### src/rtl/fetch_pkg.sv
// constants, types and decode helpers for the instruction fetch pipeline
package fetch_pkg;

   // ----------------------------------------------------------------
   // timing
   // ----------------------------------------------------------------
   localparam int CLK_PERIOD_NS    = 8;
   localparam int PHASES_PER_CYCLE = 4;

   // ----------------------------------------------------------------
   // program counter
   // ----------------------------------------------------------------
   localparam int             PC_W     = 21;
   localparam logic [20:0]    PC_RESET = 21'h00_0000;
   localparam logic [20:0]    PC_STEP  = 21'h00_0002;
   localparam logic [7:0]     W_RESET  = 8'h00;
   localparam logic [15:0]    WORD_RESET = 16'h0000;

   // ----------------------------------------------------------------
   // opcode fields
   // ----------------------------------------------------------------
   localparam logic [3:0]  SECOND_WORD_TAG = 4'hF;
   localparam logic [7:0]  OPC_JUMP        = 8'hEF;
   localparam logic [6:0]  OPC_CALL        = 7'h76;
   localparam logic [9:0]  OPC_LOAD_FSEL   = 10'h3B8;
   localparam logic [3:0]  OPC_MOVE_FF     = 4'hC;
   localparam logic [4:0]  OPC_BRANCH      = 5'h1A;
   localparam logic [5:0]  OPC_ADD_WF      = 6'h09;
   localparam logic [6:0]  OPC_MOVE_WF     = 7'h37;
   localparam logic [6:0]  OPC_TEST_SKIP   = 7'h33;
   localparam logic [7:0]  OPC_MOVE_LW     = 8'h0E;
   localparam logic [7:0]  OPC_RET_LW      = 8'h0C;
   localparam logic [13:0] OPC_TABLE_RD    = 14'h0002;
   localparam logic [1:0]  TABLE_POST_INC  = 2'b01;

   // ----------------------------------------------------------------
   // data space addresses
   // ----------------------------------------------------------------
   localparam logic [11:0] ADDR_PC_LOW      = 12'hFF9;
   localparam logic [11:0] ADDR_TBL_UPPER   = 12'hFF8;
   localparam logic [11:0] ADDR_TBL_HIGH    = 12'hFF7;
   localparam logic [11:0] ADDR_TBL_LOW     = 12'hFF6;
   localparam logic [11:0] ADDR_TBL_LATCH   = 12'hFF5;
   localparam logic [7:0]  ACCESS_SPLIT     = 8'h60;
   localparam logic [3:0]  ACCESS_SFR_BANK  = 4'hF;
   localparam logic [3:0]  ACCESS_GPR_BANK  = 4'h0;

   typedef enum logic [1:0] {
      PH_ONE   = 2'b00,
      PH_TWO   = 2'b01,
      PH_THREE = 2'b10,
      PH_FOUR  = 2'b11
   } phase_t;

   typedef enum logic [3:0] {
      OP_NOP    = 4'b0000,
      OP_JUMP   = 4'b0001,
      OP_CALL   = 4'b0010,
      OP_LFSEL  = 4'b0011,
      OP_FILE_TO_FILE_MOVE  = 4'b0100,
      OP_BRANCH = 4'b0101,
      OP_ADD_W_TO_FILE  = 4'b0110,
      OP_MOVWF  = 4'b0111,
      OP_TSTSK  = 4'b1000,
      OP_MOVLW  = 4'b1001,
      OP_RETURN_WITH_LITERAL  = 4'b1010,
      OP_TBLRD  = 4'b1011,
      OP_SECOND = 4'b1100
   } op_t;

   function automatic op_t decode_op(input logic [15:0] w);
      op_t o;
      o = OP_NOP;
      if (w[15:12] == SECOND_WORD_TAG)    o = OP_SECOND;
      else if (w[15:8] == OPC_JUMP)       o = OP_JUMP;
      else if (w[15:9] == OPC_CALL)       o = OP_CALL;
      else if (w[15:6] == OPC_LOAD_FSEL)  o = OP_LFSEL;
      else if (w[15:12] == OPC_MOVE_FF)   o = OP_FILE_TO_FILE_MOVE;
      else if (w[15:11] == OPC_BRANCH)    o = OP_BRANCH;
      else if (w[15:10] == OPC_ADD_WF)    o = OP_ADD_W_TO_FILE;
      else if (w[15:9] == OPC_MOVE_WF)    o = OP_MOVWF;
      else if (w[15:9] == OPC_TEST_SKIP)  o = OP_TSTSK;
      else if (w[15:8] == OPC_MOVE_LW)    o = OP_MOVLW;
      else if (w[15:8] == OPC_RET_LW)     o = OP_RETURN_WITH_LITERAL;
      else if (w[15:2] == OPC_TABLE_RD)   o = OP_TBLRD;
      return o;
   endfunction

   // access bank map only; a banked access always lands in bank 0
   function automatic logic [11:0] file_addr(input logic banked, input logic [7:0] f);
      logic [11:0] a;
      a = {ACCESS_GPR_BANK, f};
      if (!banked && f >= ACCESS_SPLIT) a = {ACCESS_SFR_BANK, f};
      return a;
   endfunction

endpackage

### src/rtl/phase_generator.sv
// divides the core clock into four non-overlapping phases
`timescale 1ns/1ps
module phase_generator
   import fetch_pkg::*;
(
   input  wire logic             clk,
   input  wire logic             rst_b,
   output fetch_pkg::phase_t     phase
);

   phase_t phase_q;
   phase_t phase_d;

   always_comb begin
      case (phase_q)
         PH_ONE:   phase_d = PH_TWO;
         PH_TWO:   phase_d = PH_THREE;
         PH_THREE: phase_d = PH_FOUR;
         PH_FOUR:  phase_d = PH_ONE;
         default:  phase_d = PH_ONE;
      endcase
   end

   always_ff @(posedge clk or negedge rst_b) begin
      if (!rst_b) begin
         phase_q <= PH_ONE;
      end else begin
         phase_q <= phase_d;
      end
   end

   assign phase = phase_q;

   phase_order_a: assert property (@(posedge clk) disable iff (!rst_b)
      phase_q == PH_ONE |=> phase_q == PH_TWO ##1 phase_q == PH_THREE ##1 phase_q == PH_FOUR ##1 phase_q == PH_ONE)
      else $error("phase sequence broken");

endmodule

### src/rtl/table_unit.sv
// table pointer and byte latch for reads of program memory as data
`timescale 1ns/1ps
module table_unit
   import fetch_pkg::*;
(
   input  wire logic        clk,
   input  wire logic        rst_b,
   input  wire logic        wr_en,
   input  wire logic [11:0] wr_addr,
   input  wire logic [7:0]  wr_data,
   input  wire logic        rd_strobe,
   input  wire logic        post_inc,
   input  wire logic [7:0]  tbl_byte,
   output logic      [20:0] tbl_addr,
   output logic      [7:0]  table_latch
);

   logic [20:0] table_pointer_q;
   logic [20:0] table_pointer_d;
   logic [7:0]  latch_q;
   logic [7:0]  latch_d;

   always_comb begin
      table_pointer_d = table_pointer_q;
      latch_d         = latch_q;
      if (wr_en && wr_addr == ADDR_TBL_LOW)   table_pointer_d[7:0]   = wr_data;
      if (wr_en && wr_addr == ADDR_TBL_HIGH)  table_pointer_d[15:8]  = wr_data;
      if (wr_en && wr_addr == ADDR_TBL_UPPER) table_pointer_d[20:16] = wr_data[4:0];
      if (rd_strobe) begin
         latch_d = tbl_byte;
         if (post_inc) table_pointer_d = table_pointer_q + 21'h00_0001;
      end
   end

   always_ff @(posedge clk or negedge rst_b) begin
      if (!rst_b) begin
         table_pointer_q <= PC_RESET;
         latch_q         <= W_RESET;
      end else begin
         table_pointer_q <= table_pointer_d;
         latch_q         <= latch_d;
      end
   end

   // byte address straight out; the memory picks the byte lane
   assign tbl_addr    = table_pointer_q;
   assign table_latch = latch_q;

   table_byte_a: assert property (@(posedge clk) disable iff (!rst_b)
      rd_strobe |=> latch_q == $past(tbl_byte) && (table_pointer_q == $past(table_pointer_q) + 21'h00_0001) == $past(post_inc))
      else $error("table latch or pointer step wrong");

endmodule

### src/rtl/fetch_pipeline.sv
// two-stage fetch and execute pipeline of the core front end
`timescale 1ns/1ps
// How it works
// - input clock divided into four phases
// - pc steps at phase one, fetch at four
// - fetched word enters ir at phase one
// - operand read phase two, write phase four
// - fetch overlaps execute, one cycle each
// - pc change flushes fetched word, two cycles
// - byte addressed memory, words at even addresses
// - pc steps by two, bit zero zero
// - jump word address loads pc bits 20:1
// - branch offset counts words, not bytes
// - second word tagged 1111 plus twelve bits
// - paired second word supplies move destination only
// - lone second word acts as no_operation
// - adding w to pc low advances bytes
// - return_with_literal returns, loads working register
// - table pointer addresses byte into latch
module fetch_pipeline
   import fetch_pkg::*;
(
   input  wire logic        clk,
   input  wire logic        rst_b,
   output logic      [20:0] pm_addr,
   input  wire logic [15:0] pm_data,
   output logic      [11:0] dm_addr,
   output logic             dm_rd_en,
   input  wire logic [7:0]  dm_rdata,
   output logic             dm_wr_en,
   output logic      [7:0]  dm_wdata,
   output logic      [20:0] tbl_addr,
   input  wire logic [7:0]  tbl_byte,
   output logic      [7:0]  table_latch,
   output logic      [7:0]  working_register,
   output logic             phase_one,
   output logic             phase_two,
   output logic             phase_three,
   output logic             phase_four
);

   // ----------------------------------------------------------------
   // phases
   // ----------------------------------------------------------------
   phase_t phase;

   phase_generator u_phase (
      .clk   (clk),
      .rst_b (rst_b),
      .phase (phase)
   );

   assign phase_one   = (phase == PH_ONE);
   assign phase_two   = (phase == PH_TWO);
   assign phase_three = (phase == PH_THREE);
   assign phase_four  = (phase == PH_FOUR);

   // ----------------------------------------------------------------
   // pipeline state
   // ----------------------------------------------------------------
   logic [20:0] pc_q,          pc_d;
   logic [20:0] fetch_addr_q,  fetch_addr_d;
   logic [15:0] fetch_word_q,  fetch_word_d;
   logic        fetch_valid_q, fetch_valid_d;
   logic [15:0] ir_q,          ir_d;
   logic        ir_valid_q,    ir_valid_d;
   logic        pending_q,     pending_d;
   logic        skip_q,        skip_d;
   logic [7:0]  operand_q,     operand_d;
   logic [7:0]  w_q,           w_d;
   logic [20:0] ret_q,         ret_d;

   // ----------------------------------------------------------------
   // decode of the word in execute
   // ----------------------------------------------------------------
   op_t         op;
   logic        paired;
   logic        lone_second;
   logic [11:0] rd_addr;
   logic [11:0] wr_addr;
   logic [20:0] exec_base;
   logic [8:0]  add_sum;
   logic        to_pc_low;
   logic        jump;
   logic [20:0] target;
   logic [7:0]  read_value;
   logic        tbl_strobe;

   assign op          = ir_valid_q ? decode_op(ir_q) : OP_NOP;
   assign paired      = (op == OP_SECOND) && pending_q;
   assign lone_second = (op == OP_SECOND) && !pending_q;
   // pc already points past the fetched word, so step back once
   assign exec_base   = pc_q - PC_STEP;
   assign rd_addr     = (op == OP_FILE_TO_FILE_MOVE) ? ir_q[11:0] : file_addr(ir_q[8], ir_q[7:0]);
   assign wr_addr     = paired ? ir_q[11:0] : file_addr(ir_q[8], ir_q[7:0]);
   assign add_sum     = {1'b0, operand_q} + {1'b0, w_q};
   assign to_pc_low   = (op == OP_ADD_W_TO_FILE) && ir_q[9] && (rd_addr == ADDR_PC_LOW);

   // the pc low byte and the table latch are answered here, not by data memory
   always_comb begin
      if (rd_addr == ADDR_PC_LOW)         read_value = exec_base[7:0];
      else if (rd_addr == ADDR_TBL_LATCH) read_value = table_latch;
      else                                read_value = dm_rdata;
   end

   // ----------------------------------------------------------------
   // which first word left the pairing open
   // ----------------------------------------------------------------
   logic file_to_file_move_q, file_to_file_move_d;

   // ----------------------------------------------------------------
   // data memory strobes
   // ----------------------------------------------------------------
   always_comb begin
      dm_rd_en = phase_two && (op == OP_FILE_TO_FILE_MOVE || op == OP_ADD_W_TO_FILE || op == OP_TSTSK);
      dm_wr_en = 1'b0;
      dm_wdata = w_q;
      if (phase_four) begin
         case (op)
            OP_ADD_W_TO_FILE: begin
               dm_wr_en = ir_q[9] && !to_pc_low;
               dm_wdata = add_sum[7:0];
            end
            OP_MOVWF: begin
               dm_wr_en = 1'b1;
            end
            OP_SECOND: begin
               dm_wr_en = paired && file_to_file_move_q;
               dm_wdata = operand_q;
            end
            default: begin
               dm_wr_en = 1'b0;
            end
         endcase
      end
      dm_addr = phase_four ? wr_addr : rd_addr;
   end

   // ----------------------------------------------------------------
   // execute effects and program counter change
   // ----------------------------------------------------------------
   always_comb begin
      jump   = 1'b0;
      target = pc_q;
      w_d    = w_q;
      ret_d  = ret_q;
      skip_d = skip_q;
      if (phase_one) skip_d = 1'b0;
      pending_d = pending_q;
      file_to_file_move_d   = file_to_file_move_q;
      if (phase_four) begin
         pending_d = 1'b0;
         case (op)
            OP_JUMP: begin
               // second word arrives on this very edge, so no extra cycle
               jump   = 1'b1;
               target = {pm_data[11:0], ir_q[7:0], 1'b0};
            end
            OP_CALL: begin
               jump   = 1'b1;
               target = {pm_data[11:0], ir_q[7:0], 1'b0};
               ret_d  = pc_q;
            end
            OP_FILE_TO_FILE_MOVE, OP_LFSEL: begin
               pending_d = 1'b1;
               file_to_file_move_d   = (op == OP_FILE_TO_FILE_MOVE);
            end
            OP_BRANCH: begin
               jump   = 1'b1;
               target = exec_base + {{9{ir_q[10]}}, ir_q[10:0], 1'b0};
            end
            OP_ADD_W_TO_FILE: begin
               if (to_pc_low) begin
                  jump   = 1'b1;
                  target = (exec_base + {13'h0000, w_q}) & ~21'h00_0001;
               end else if (!ir_q[9]) begin
                  w_d = add_sum[7:0];
               end
            end
            OP_TSTSK: begin
               skip_d = (operand_q == 8'h00);
            end
            OP_MOVLW: begin
               w_d = ir_q[7:0];
            end
            OP_RETURN_WITH_LITERAL: begin
               jump   = 1'b1;
               target = ret_q;
               w_d    = ir_q[7:0];
            end
            default: begin
               jump = 1'b0; // lone second word falls here as no_operation
            end
         endcase
      end
   end

   assign tbl_strobe = phase_four && (op == OP_TBLRD);

   // ----------------------------------------------------------------
   // pipeline registers
   // ----------------------------------------------------------------
   always_comb begin
      pc_d          = pc_q;
      fetch_addr_d  = fetch_addr_q;
      fetch_word_d  = fetch_word_q;
      fetch_valid_d = fetch_valid_q;
      ir_d          = ir_q;
      ir_valid_d    = ir_valid_q;
      operand_d     = operand_q;
      case (phase)
         PH_ONE: begin
            fetch_addr_d = pc_q;
            pc_d         = pc_q + PC_STEP;
            ir_d         = fetch_word_q;
            ir_valid_d   = fetch_valid_q && !skip_q;
         end
         PH_TWO: begin
            if (dm_rd_en) operand_d = read_value;
         end
         PH_FOUR: begin
            fetch_word_d  = pm_data;
            fetch_valid_d = !jump;
            if (jump) pc_d = target;
         end
         default: begin
            operand_d = operand_q;
         end
      endcase
   end

   always_ff @(posedge clk or negedge rst_b) begin
      if (!rst_b) begin
         pc_q          <= PC_RESET;
         fetch_addr_q  <= PC_RESET;
         fetch_word_q  <= WORD_RESET;
         fetch_valid_q <= 1'b0;
         ir_q          <= WORD_RESET;
         ir_valid_q    <= 1'b0;
         pending_q     <= 1'b0;
         file_to_file_move_q       <= 1'b0;
         skip_q        <= 1'b0;
         operand_q     <= W_RESET;
         w_q           <= W_RESET;
         ret_q         <= PC_RESET;
      end else begin
         pc_q          <= pc_d;
         fetch_addr_q  <= fetch_addr_d;
         fetch_word_q  <= fetch_word_d;
         fetch_valid_q <= fetch_valid_d;
         ir_q          <= ir_d;
         ir_valid_q    <= ir_valid_d;
         pending_q     <= pending_d;
         file_to_file_move_q       <= file_to_file_move_d;
         skip_q        <= skip_d;
         operand_q     <= operand_d;
         w_q           <= w_d;
         ret_q         <= ret_d;
      end
   end

   assign pm_addr          = fetch_addr_q;
   assign working_register = w_q;

   // ----------------------------------------------------------------
   // table reads
   // ----------------------------------------------------------------
   table_unit u_table (
      .clk         (clk),
      .rst_b       (rst_b),
      .wr_en       (dm_wr_en),
      .wr_addr     (dm_addr),
      .wr_data     (dm_wdata),
      .rd_strobe   (tbl_strobe),
      .post_inc    (ir_q[1:0] == TABLE_POST_INC),
      .tbl_byte    (tbl_byte),
      .tbl_addr    (tbl_addr),
      .table_latch (table_latch)
   );

   // ----------------------------------------------------------------
   // checks
   // ----------------------------------------------------------------
   pc_step_a: assert property (@(posedge clk) disable iff (!rst_b)
      phase_one |=> pc_q == $past(pc_q) + PC_STEP && pm_addr == $past(pc_q))
      else $error("pc did not step by two at phase one");

   pc_even_a: assert property (@(posedge clk) disable iff (!rst_b)
      pc_q[0] == 1'b0 && pm_addr[0] == 1'b0)
      else $error("pc bit zero set");

   fetch_capture_a: assert property (@(posedge clk) disable iff (!rst_b)
      phase_four && !jump |=> fetch_valid_q && fetch_word_q == $past(pm_data))
      else $error("fetched word not captured at phase four");

   ir_load_a: assert property (@(posedge clk) disable iff (!rst_b)
      phase_one |=> ir_q == $past(fetch_word_q) ##2 phase_four && ir_q == $past(ir_q, 2))
      else $error("instruction register not loaded at phase one");

   dm_phase_a: assert property (@(posedge clk) disable iff (!rst_b)
      (dm_rd_en |-> phase_two) and (dm_wr_en |-> phase_four))
      else $error("data memory strobe in wrong phase");

   flush_a: assert property (@(posedge clk) disable iff (!rst_b)
      jump |=> !fetch_valid_q && pc_q == $past(target) ##1 !ir_valid_q)
      else $error("branch did not flush the fetched word");

   jump_target_a: assert property (@(posedge clk) disable iff (!rst_b)
      phase_four && op == OP_JUMP |=> pc_q == {$past(pm_data[11:0]), $past(ir_q[7:0]), 1'b0})
      else $error("absolute jump target wrong");

   lone_nop_a: assert property (@(posedge clk) disable iff (!rst_b)
      phase_four && lone_second |-> !dm_wr_en && !jump && w_d == w_q)
      else $error("lone second word had an effect");

   return_with_literal_a: assert property (@(posedge clk) disable iff (!rst_b)
      phase_four && op == OP_RETURN_WITH_LITERAL |=> w_q == $past(ir_q[7:0]) && pc_q == $past(ret_q))
      else $error("return with literal wrong");

   jump_c:   cover property (@(posedge clk) disable iff (!rst_b) phase_four && op == OP_JUMP);
   paired_c: cover property (@(posedge clk) disable iff (!rst_b) phase_four && paired && dm_wr_en);
   lone_c:   cover property (@(posedge clk) disable iff (!rst_b) phase_four && lone_second);
   table_c:  cover property (@(posedge clk) disable iff (!rst_b) tbl_strobe);

endmodule

### config.mk
export PLATFORM = sky130hd
export DESIGN_NAME = fetch_pipeline
export DESIGN_NICKNAME = d
export VERILOG_FILES = /design/src/rtl/fetch_pkg.sv /design/src/rtl/phase_generator.sv /design/src/rtl/table_unit.sv /design/src/rtl/fetch_pipeline.sv
export SDC_FILE = /design/constraint.sdc
export NUM_CORES = 1
export LEC_CHECK = 0
export ABC_AREA = 0
export BUFFER_PORTS_ARGS = -buffer_cell sky130_fd_sc_hd__buf_2
export CORE_ASPECT_RATIO = 0.8
export CORE_MARGIN = 5
export CORE_UTILIZATION = 60
export DETAILED_ROUTE_END_ITERATION = 8
export GPL_TIMING_DRIVEN = 0
export PLACE_DENSITY = 0.81
export SLEW_MARGIN = 20
export SYNTH_ARGS = -nofsm -noshare
export SYNTH_HDL_FRONTEND = slang
export SYNTH_SLANG_ARGS = --single-unit
### constraint.sdc
create_clock -name clk -period 5 [get_ports clk]
set_input_delay 0.25 -clock clk [delete_from_list [all_inputs] [get_ports clk]]
set_output_delay 0.25 -clock clk [all_outputs]
set_load 0.02 [all_outputs]
==> insert_results.sql <==
INSERT INTO impl_metrics (metric_group, metric, value, unit) VALUES
('clock_network', 'clock_insertion_delay_worst_skew', '0.44', 'ns'),
('setup_path', 'startpoint_type', 'register', ''),
('clock_network', 'cts_made_buffers', '17', ''),
('min_path', 'hold_path_class', 'input pin to register', ''),
('placement', 'gp_routability_congestion', '0.976', ''),
('die', 'floorplan.initialDensity', '60.3', '%'),
('sta', 'hold_viol_final', '0', ''),
('global_routing', 'grt.overflow.total', '0', ''),
('clock_network', 'numClockSinks', '147', ''),
('synth', 'synth_area', '10400', 'sq um'),
('global_routing', 'track_usage', '33.1', '%'),
('sta', 'final_max_slew_viol_count', '0', ''),
('clock_network', 'htree_levels', '4', ''),
('setup_path', 'startpoint', 'pc_q[1]', ''),
('synth', 'ys_seq_area_share', '35.5', '%'),
('global_routing', 'number_of_global_route_vias_before_repair', '9315', ''),
('synth', 'xor_and_xnor_area_share_after_synthesis', '4.82', '%'),
('synth', 'synth_common_cells', '147 x sky130_fd_sc_hd__dfrtp_1, 98 x sky130_fd_sc_hd__nand2_1, 86 x sky130_fd_sc_hd__nor2_1', ''),
('finish', 'area_delta_synth_final', '14.8', '%'),
('synth', 'synth-adder-area-share', '5.41', '%'),
('routing', 'via_per_inst', '6.63', ''),
('finish', 'nNetsFinal', '1352', ''),
('routing', 'number_of_drc_violations_after_detailed_routing', '0', ''),
('synth', 'synth_top_cells_by_area', 'sky130_fd_sc_hd__dfrtp_1 36%, sky130_fd_sc_hd__mux2_2 8.8%, sky130_fd_sc_hd__ha_1 4.8%', ''),
('run_status', 'status', 'finished clean', ''),
('finish', 'layout-drive-gt1-share', '23.0', '%'),
('synth', 'synthCells', '1135', ''),
('global_routing', 'layer_with_the_highest_usage_after_global_routing', 'met1', ''),
('synth', 'main_combinational_cell_family_by_area_after_synthesis', 'compound AO/OA/AOI/OAI gates', ''),
('clock_network', 'clk_root_buffer_cell', 'sky130_fd_sc_hd__clkbuf_16', ''),
('setup_path', 'timing.critical_path.arrival', '5.20', 'ns'),
('die', 'core-area', '17200', 'sq um'),
('sta', 'max_freq', '207', 'MHz'),
('sta', 'rsz0062_at_grt', 'false', ''),
('synth', 'ys_dominant_reg_cell', 'sky130_fd_sc_hd__dfrtp_1', ''),
('global_routing', 'global_route.usage.met1', '48.5', '%'),
('power', 'peakVddDrop', '0.248', 'mV'),
('synth', 'synth-edff-count', '0', ''),
('synth', 'mappedNetlistNets', '1212', ''),
('routing', 'drt-wirelength-per-cell', '21.9', 'um'),
('finish', 'seqCellArea', '3680', 'sq um'),
('die', 'placement_rows', '43', ''),
('sta', 'final.setup.tns', '0', 'ns'),
('synth', 'synth_largest_area_cell', 'sky130_fd_sc_hd__dfrtp_1', ''),
('sta', 'layout_setup_ws', '0.161', 'ns'),
('die', 'ios', '118', ''),
('sta', 'post-route-min-period', '4.84', 'ns'),
('synth', 'synth-seq-cells', '147', ''),
('routing', 'ant_nets', '0', ''),
('power', 'static-leakage-power', '0.00555', 'uW'),
('synth', 'synth_cell_type_count', '85', ''),
('routing', 'drt-total-wl', '33.2', 'mm'),
('synth', 'async_set_or_reset_flop_fraction_in_the_synthesized_netlist', '100', '%'),
('min_path', 'hold_path_startpoint', 'tbl_byte[1]', ''),
('sta', 'slew_at_the_pin_closest_to_its_max_slew_limit', '0.977', 'ns'),
('synth', 'area_fraction_in_compound_gates_after_synthesis', '19.7', '%'),
('placement', 'place_hpwl', '24.3', 'mm'),
('die', 'dieHeight', '128', 'um'),
('power', 'power_density', '304', 'nW/um^2'),
('routing', 'routed-via-count', '10030', ''),
('clock_network', 'cts.reportedPaths.clkPinSlew', '0.07', 'ns'),
('die', 'die_area', '20000', 'sq um'),
('setup_path', 'crit_required', '5.36', 'ns'),
('clock_network', 'tritoncts', 'done', ''),
('synth', 'yosysTopAreaCellShare', '35.5', '%'),
('sta', 'final.hold.worst_slack', '0.0361', 'ns'),
('synth', 'syn_avg_cell_area', '9.12', 'sq um'),
('setup_path', 'path_max_fanout', '9', ''),
('sta', 'finalCritPeriodShare', '96.8', '%'),
('clock_network', 'number_of_buffers_on_the_longest_clock_path', '2', ''),
('placement', 'preCtsSetupSlack', '0.328', 'ns');
==> logic make-up after synthesis <==
logic type | after synthesis
xor gates and xnor gates | 57
buffers and inverters | 114
DFF | 147
muxes | 98
adders and majority gates | 43
AOI/OAI and AO/OA | 286
and+or+nand+nor | 390
==> cell usage in the layout, fill, tap and decap left out, types with 22 or more instances in the layout <==
master,instances
sky130_fd_sc_hd__nor3_1,36
sky130_fd_sc_hd__dfrtp_1,147
sky130_fd_sc_hd__buf_2,125
sky130_fd_sc_hd__nand2_1,98
sky130_fd_sc_hd__mux2_2,81
sky130_fd_sc_hd__nor2_1,86
sky130_fd_sc_hd__a21o_1,22
sky130_fd_sc_hd__nand3_1,36
sky130_fd_sc_hd__o21ai_0,50
sky130_fd_sc_hd__clkbuf_1,52
sky130_fd_sc_hd__inv_1,40
sky130_fd_sc_hd__ha_1,40
sky130_fd_sc_hd__xnor2_1,36
sky130_fd_sc_hd__a21oi_1,54
==> routing by layer <==
layer  routed length [um]  part of all wire (%)  vias to the layer above
li1                     -                     -                     4486
met3                 4530                    14                       92
met4                  723                   2.2                        0
met1                13900                    42                     4823
met2                14100                    42                      629
met5                    0                     0                        -
==> per-stage QoR <==
stage | std cells | util (%) | power, uW | cell area, sq um
6_report | 1513 | 69.3 | 3610 | 11900
5_1_grt | 1513 | 69.3 | 3760 | 11900
4_1_cts | 1511 | 69.1 | 3580 | 11900
3_5_place_dp | 1478 | 65.6 | 2260 | 11300
3_3_place_gp | 1477 | 65.4 | 2240 | 11200
2_1_floorplan | 1135 | - | 1990 | 10400
==> flip-flops by register name (all words and copies together) (netlist names), 2 cells and up <==
| name | count |
|---|---|
| fetch_word_q | 16 |
| u_phase.phase | 2 |
| operand_q | 8 |
| working_register | 8 |
| ir_q | 16 |
| u_table.tbl_addr | 21 |
| ret_q | 21 |
| pc_q | 21 |
| u_table.table_latch | 8 |
| pm_addr | 21 |
==> critical path, stage by stage, from the launching register on <==
cell and delay (ns):
sky130_fd_sc_hd__dfrtp_1 0.46, sky130_fd_sc_hd__clkbuf_1 0.25, sky130_fd_sc_hd__inv_1 0.23, sky130_fd_sc_hd__ha_1 0.24
sky130_fd_sc_hd__nor3b_1 0.54, sky130_fd_sc_hd__nand2_1 0.19, sky130_fd_sc_hd__nor4_1 0.66, sky130_fd_sc_hd__nor2b_1 0.23
sky130_fd_sc_hd__xor2_1 0.36, sky130_fd_sc_hd__ha_1 0.36, sky130_fd_sc_hd__a21oi_1 0.19, sky130_fd_sc_hd__o21ai_0 0.13
sky130_fd_sc_hd__a311oi_2 0.38, sky130_fd_sc_hd__a21oi_1 0.14, sky130_fd_sc_hd__xnor2_1 0.16, sky130_fd_sc_hd__nand2_1 0.07
sky130_fd_sc_hd__a31oi_1 0.17
==> power by group <==
part / switching, uW / total [uW] / internal [uW]
logic: 535 / 893 / 358
registers: 106 / 1380 / 1270
clock network: 585 / 1340 / 753
==> path summary, 6_finish.rpt <==
path / to / slack (ns) / depth (start not counted)
max: pc_q[20] / 0.16 / 16
min: u_table.table_latch[1] / 0.04 / 2
max reg2reg: pc_q[20] / 0.16 / 16
min reg2reg: ir_valid_q / 0.47 / 1
max in group asynchronous: u_table.tbl_addr[12] / 3.89 / 3
min in group asynchronous: pm_addr[19] / 0.32 / 2
==> final cells by class <==
type	instances	share of cell area, %
plain buffers	74	2.81
clock buffers	18	3.61
clock inverters	14	1.41
inverters	40	1.26
multi-input cells	874	52.1
flip-flops and latches	147	30.9
well taps	225	2.37
repair buffers	121	5.45
==> what timing repair did <==
action | 4_1_cts | 5_1_grt
resized for setup | 0 | 1
setup buffers | 0 | 2
setup endpoints to repair | 0 | 7
hold endpoints to repair | 61 | 0
hold buffers | 1 | 0
Note: power is estimated with default switching activity, not from simulation.
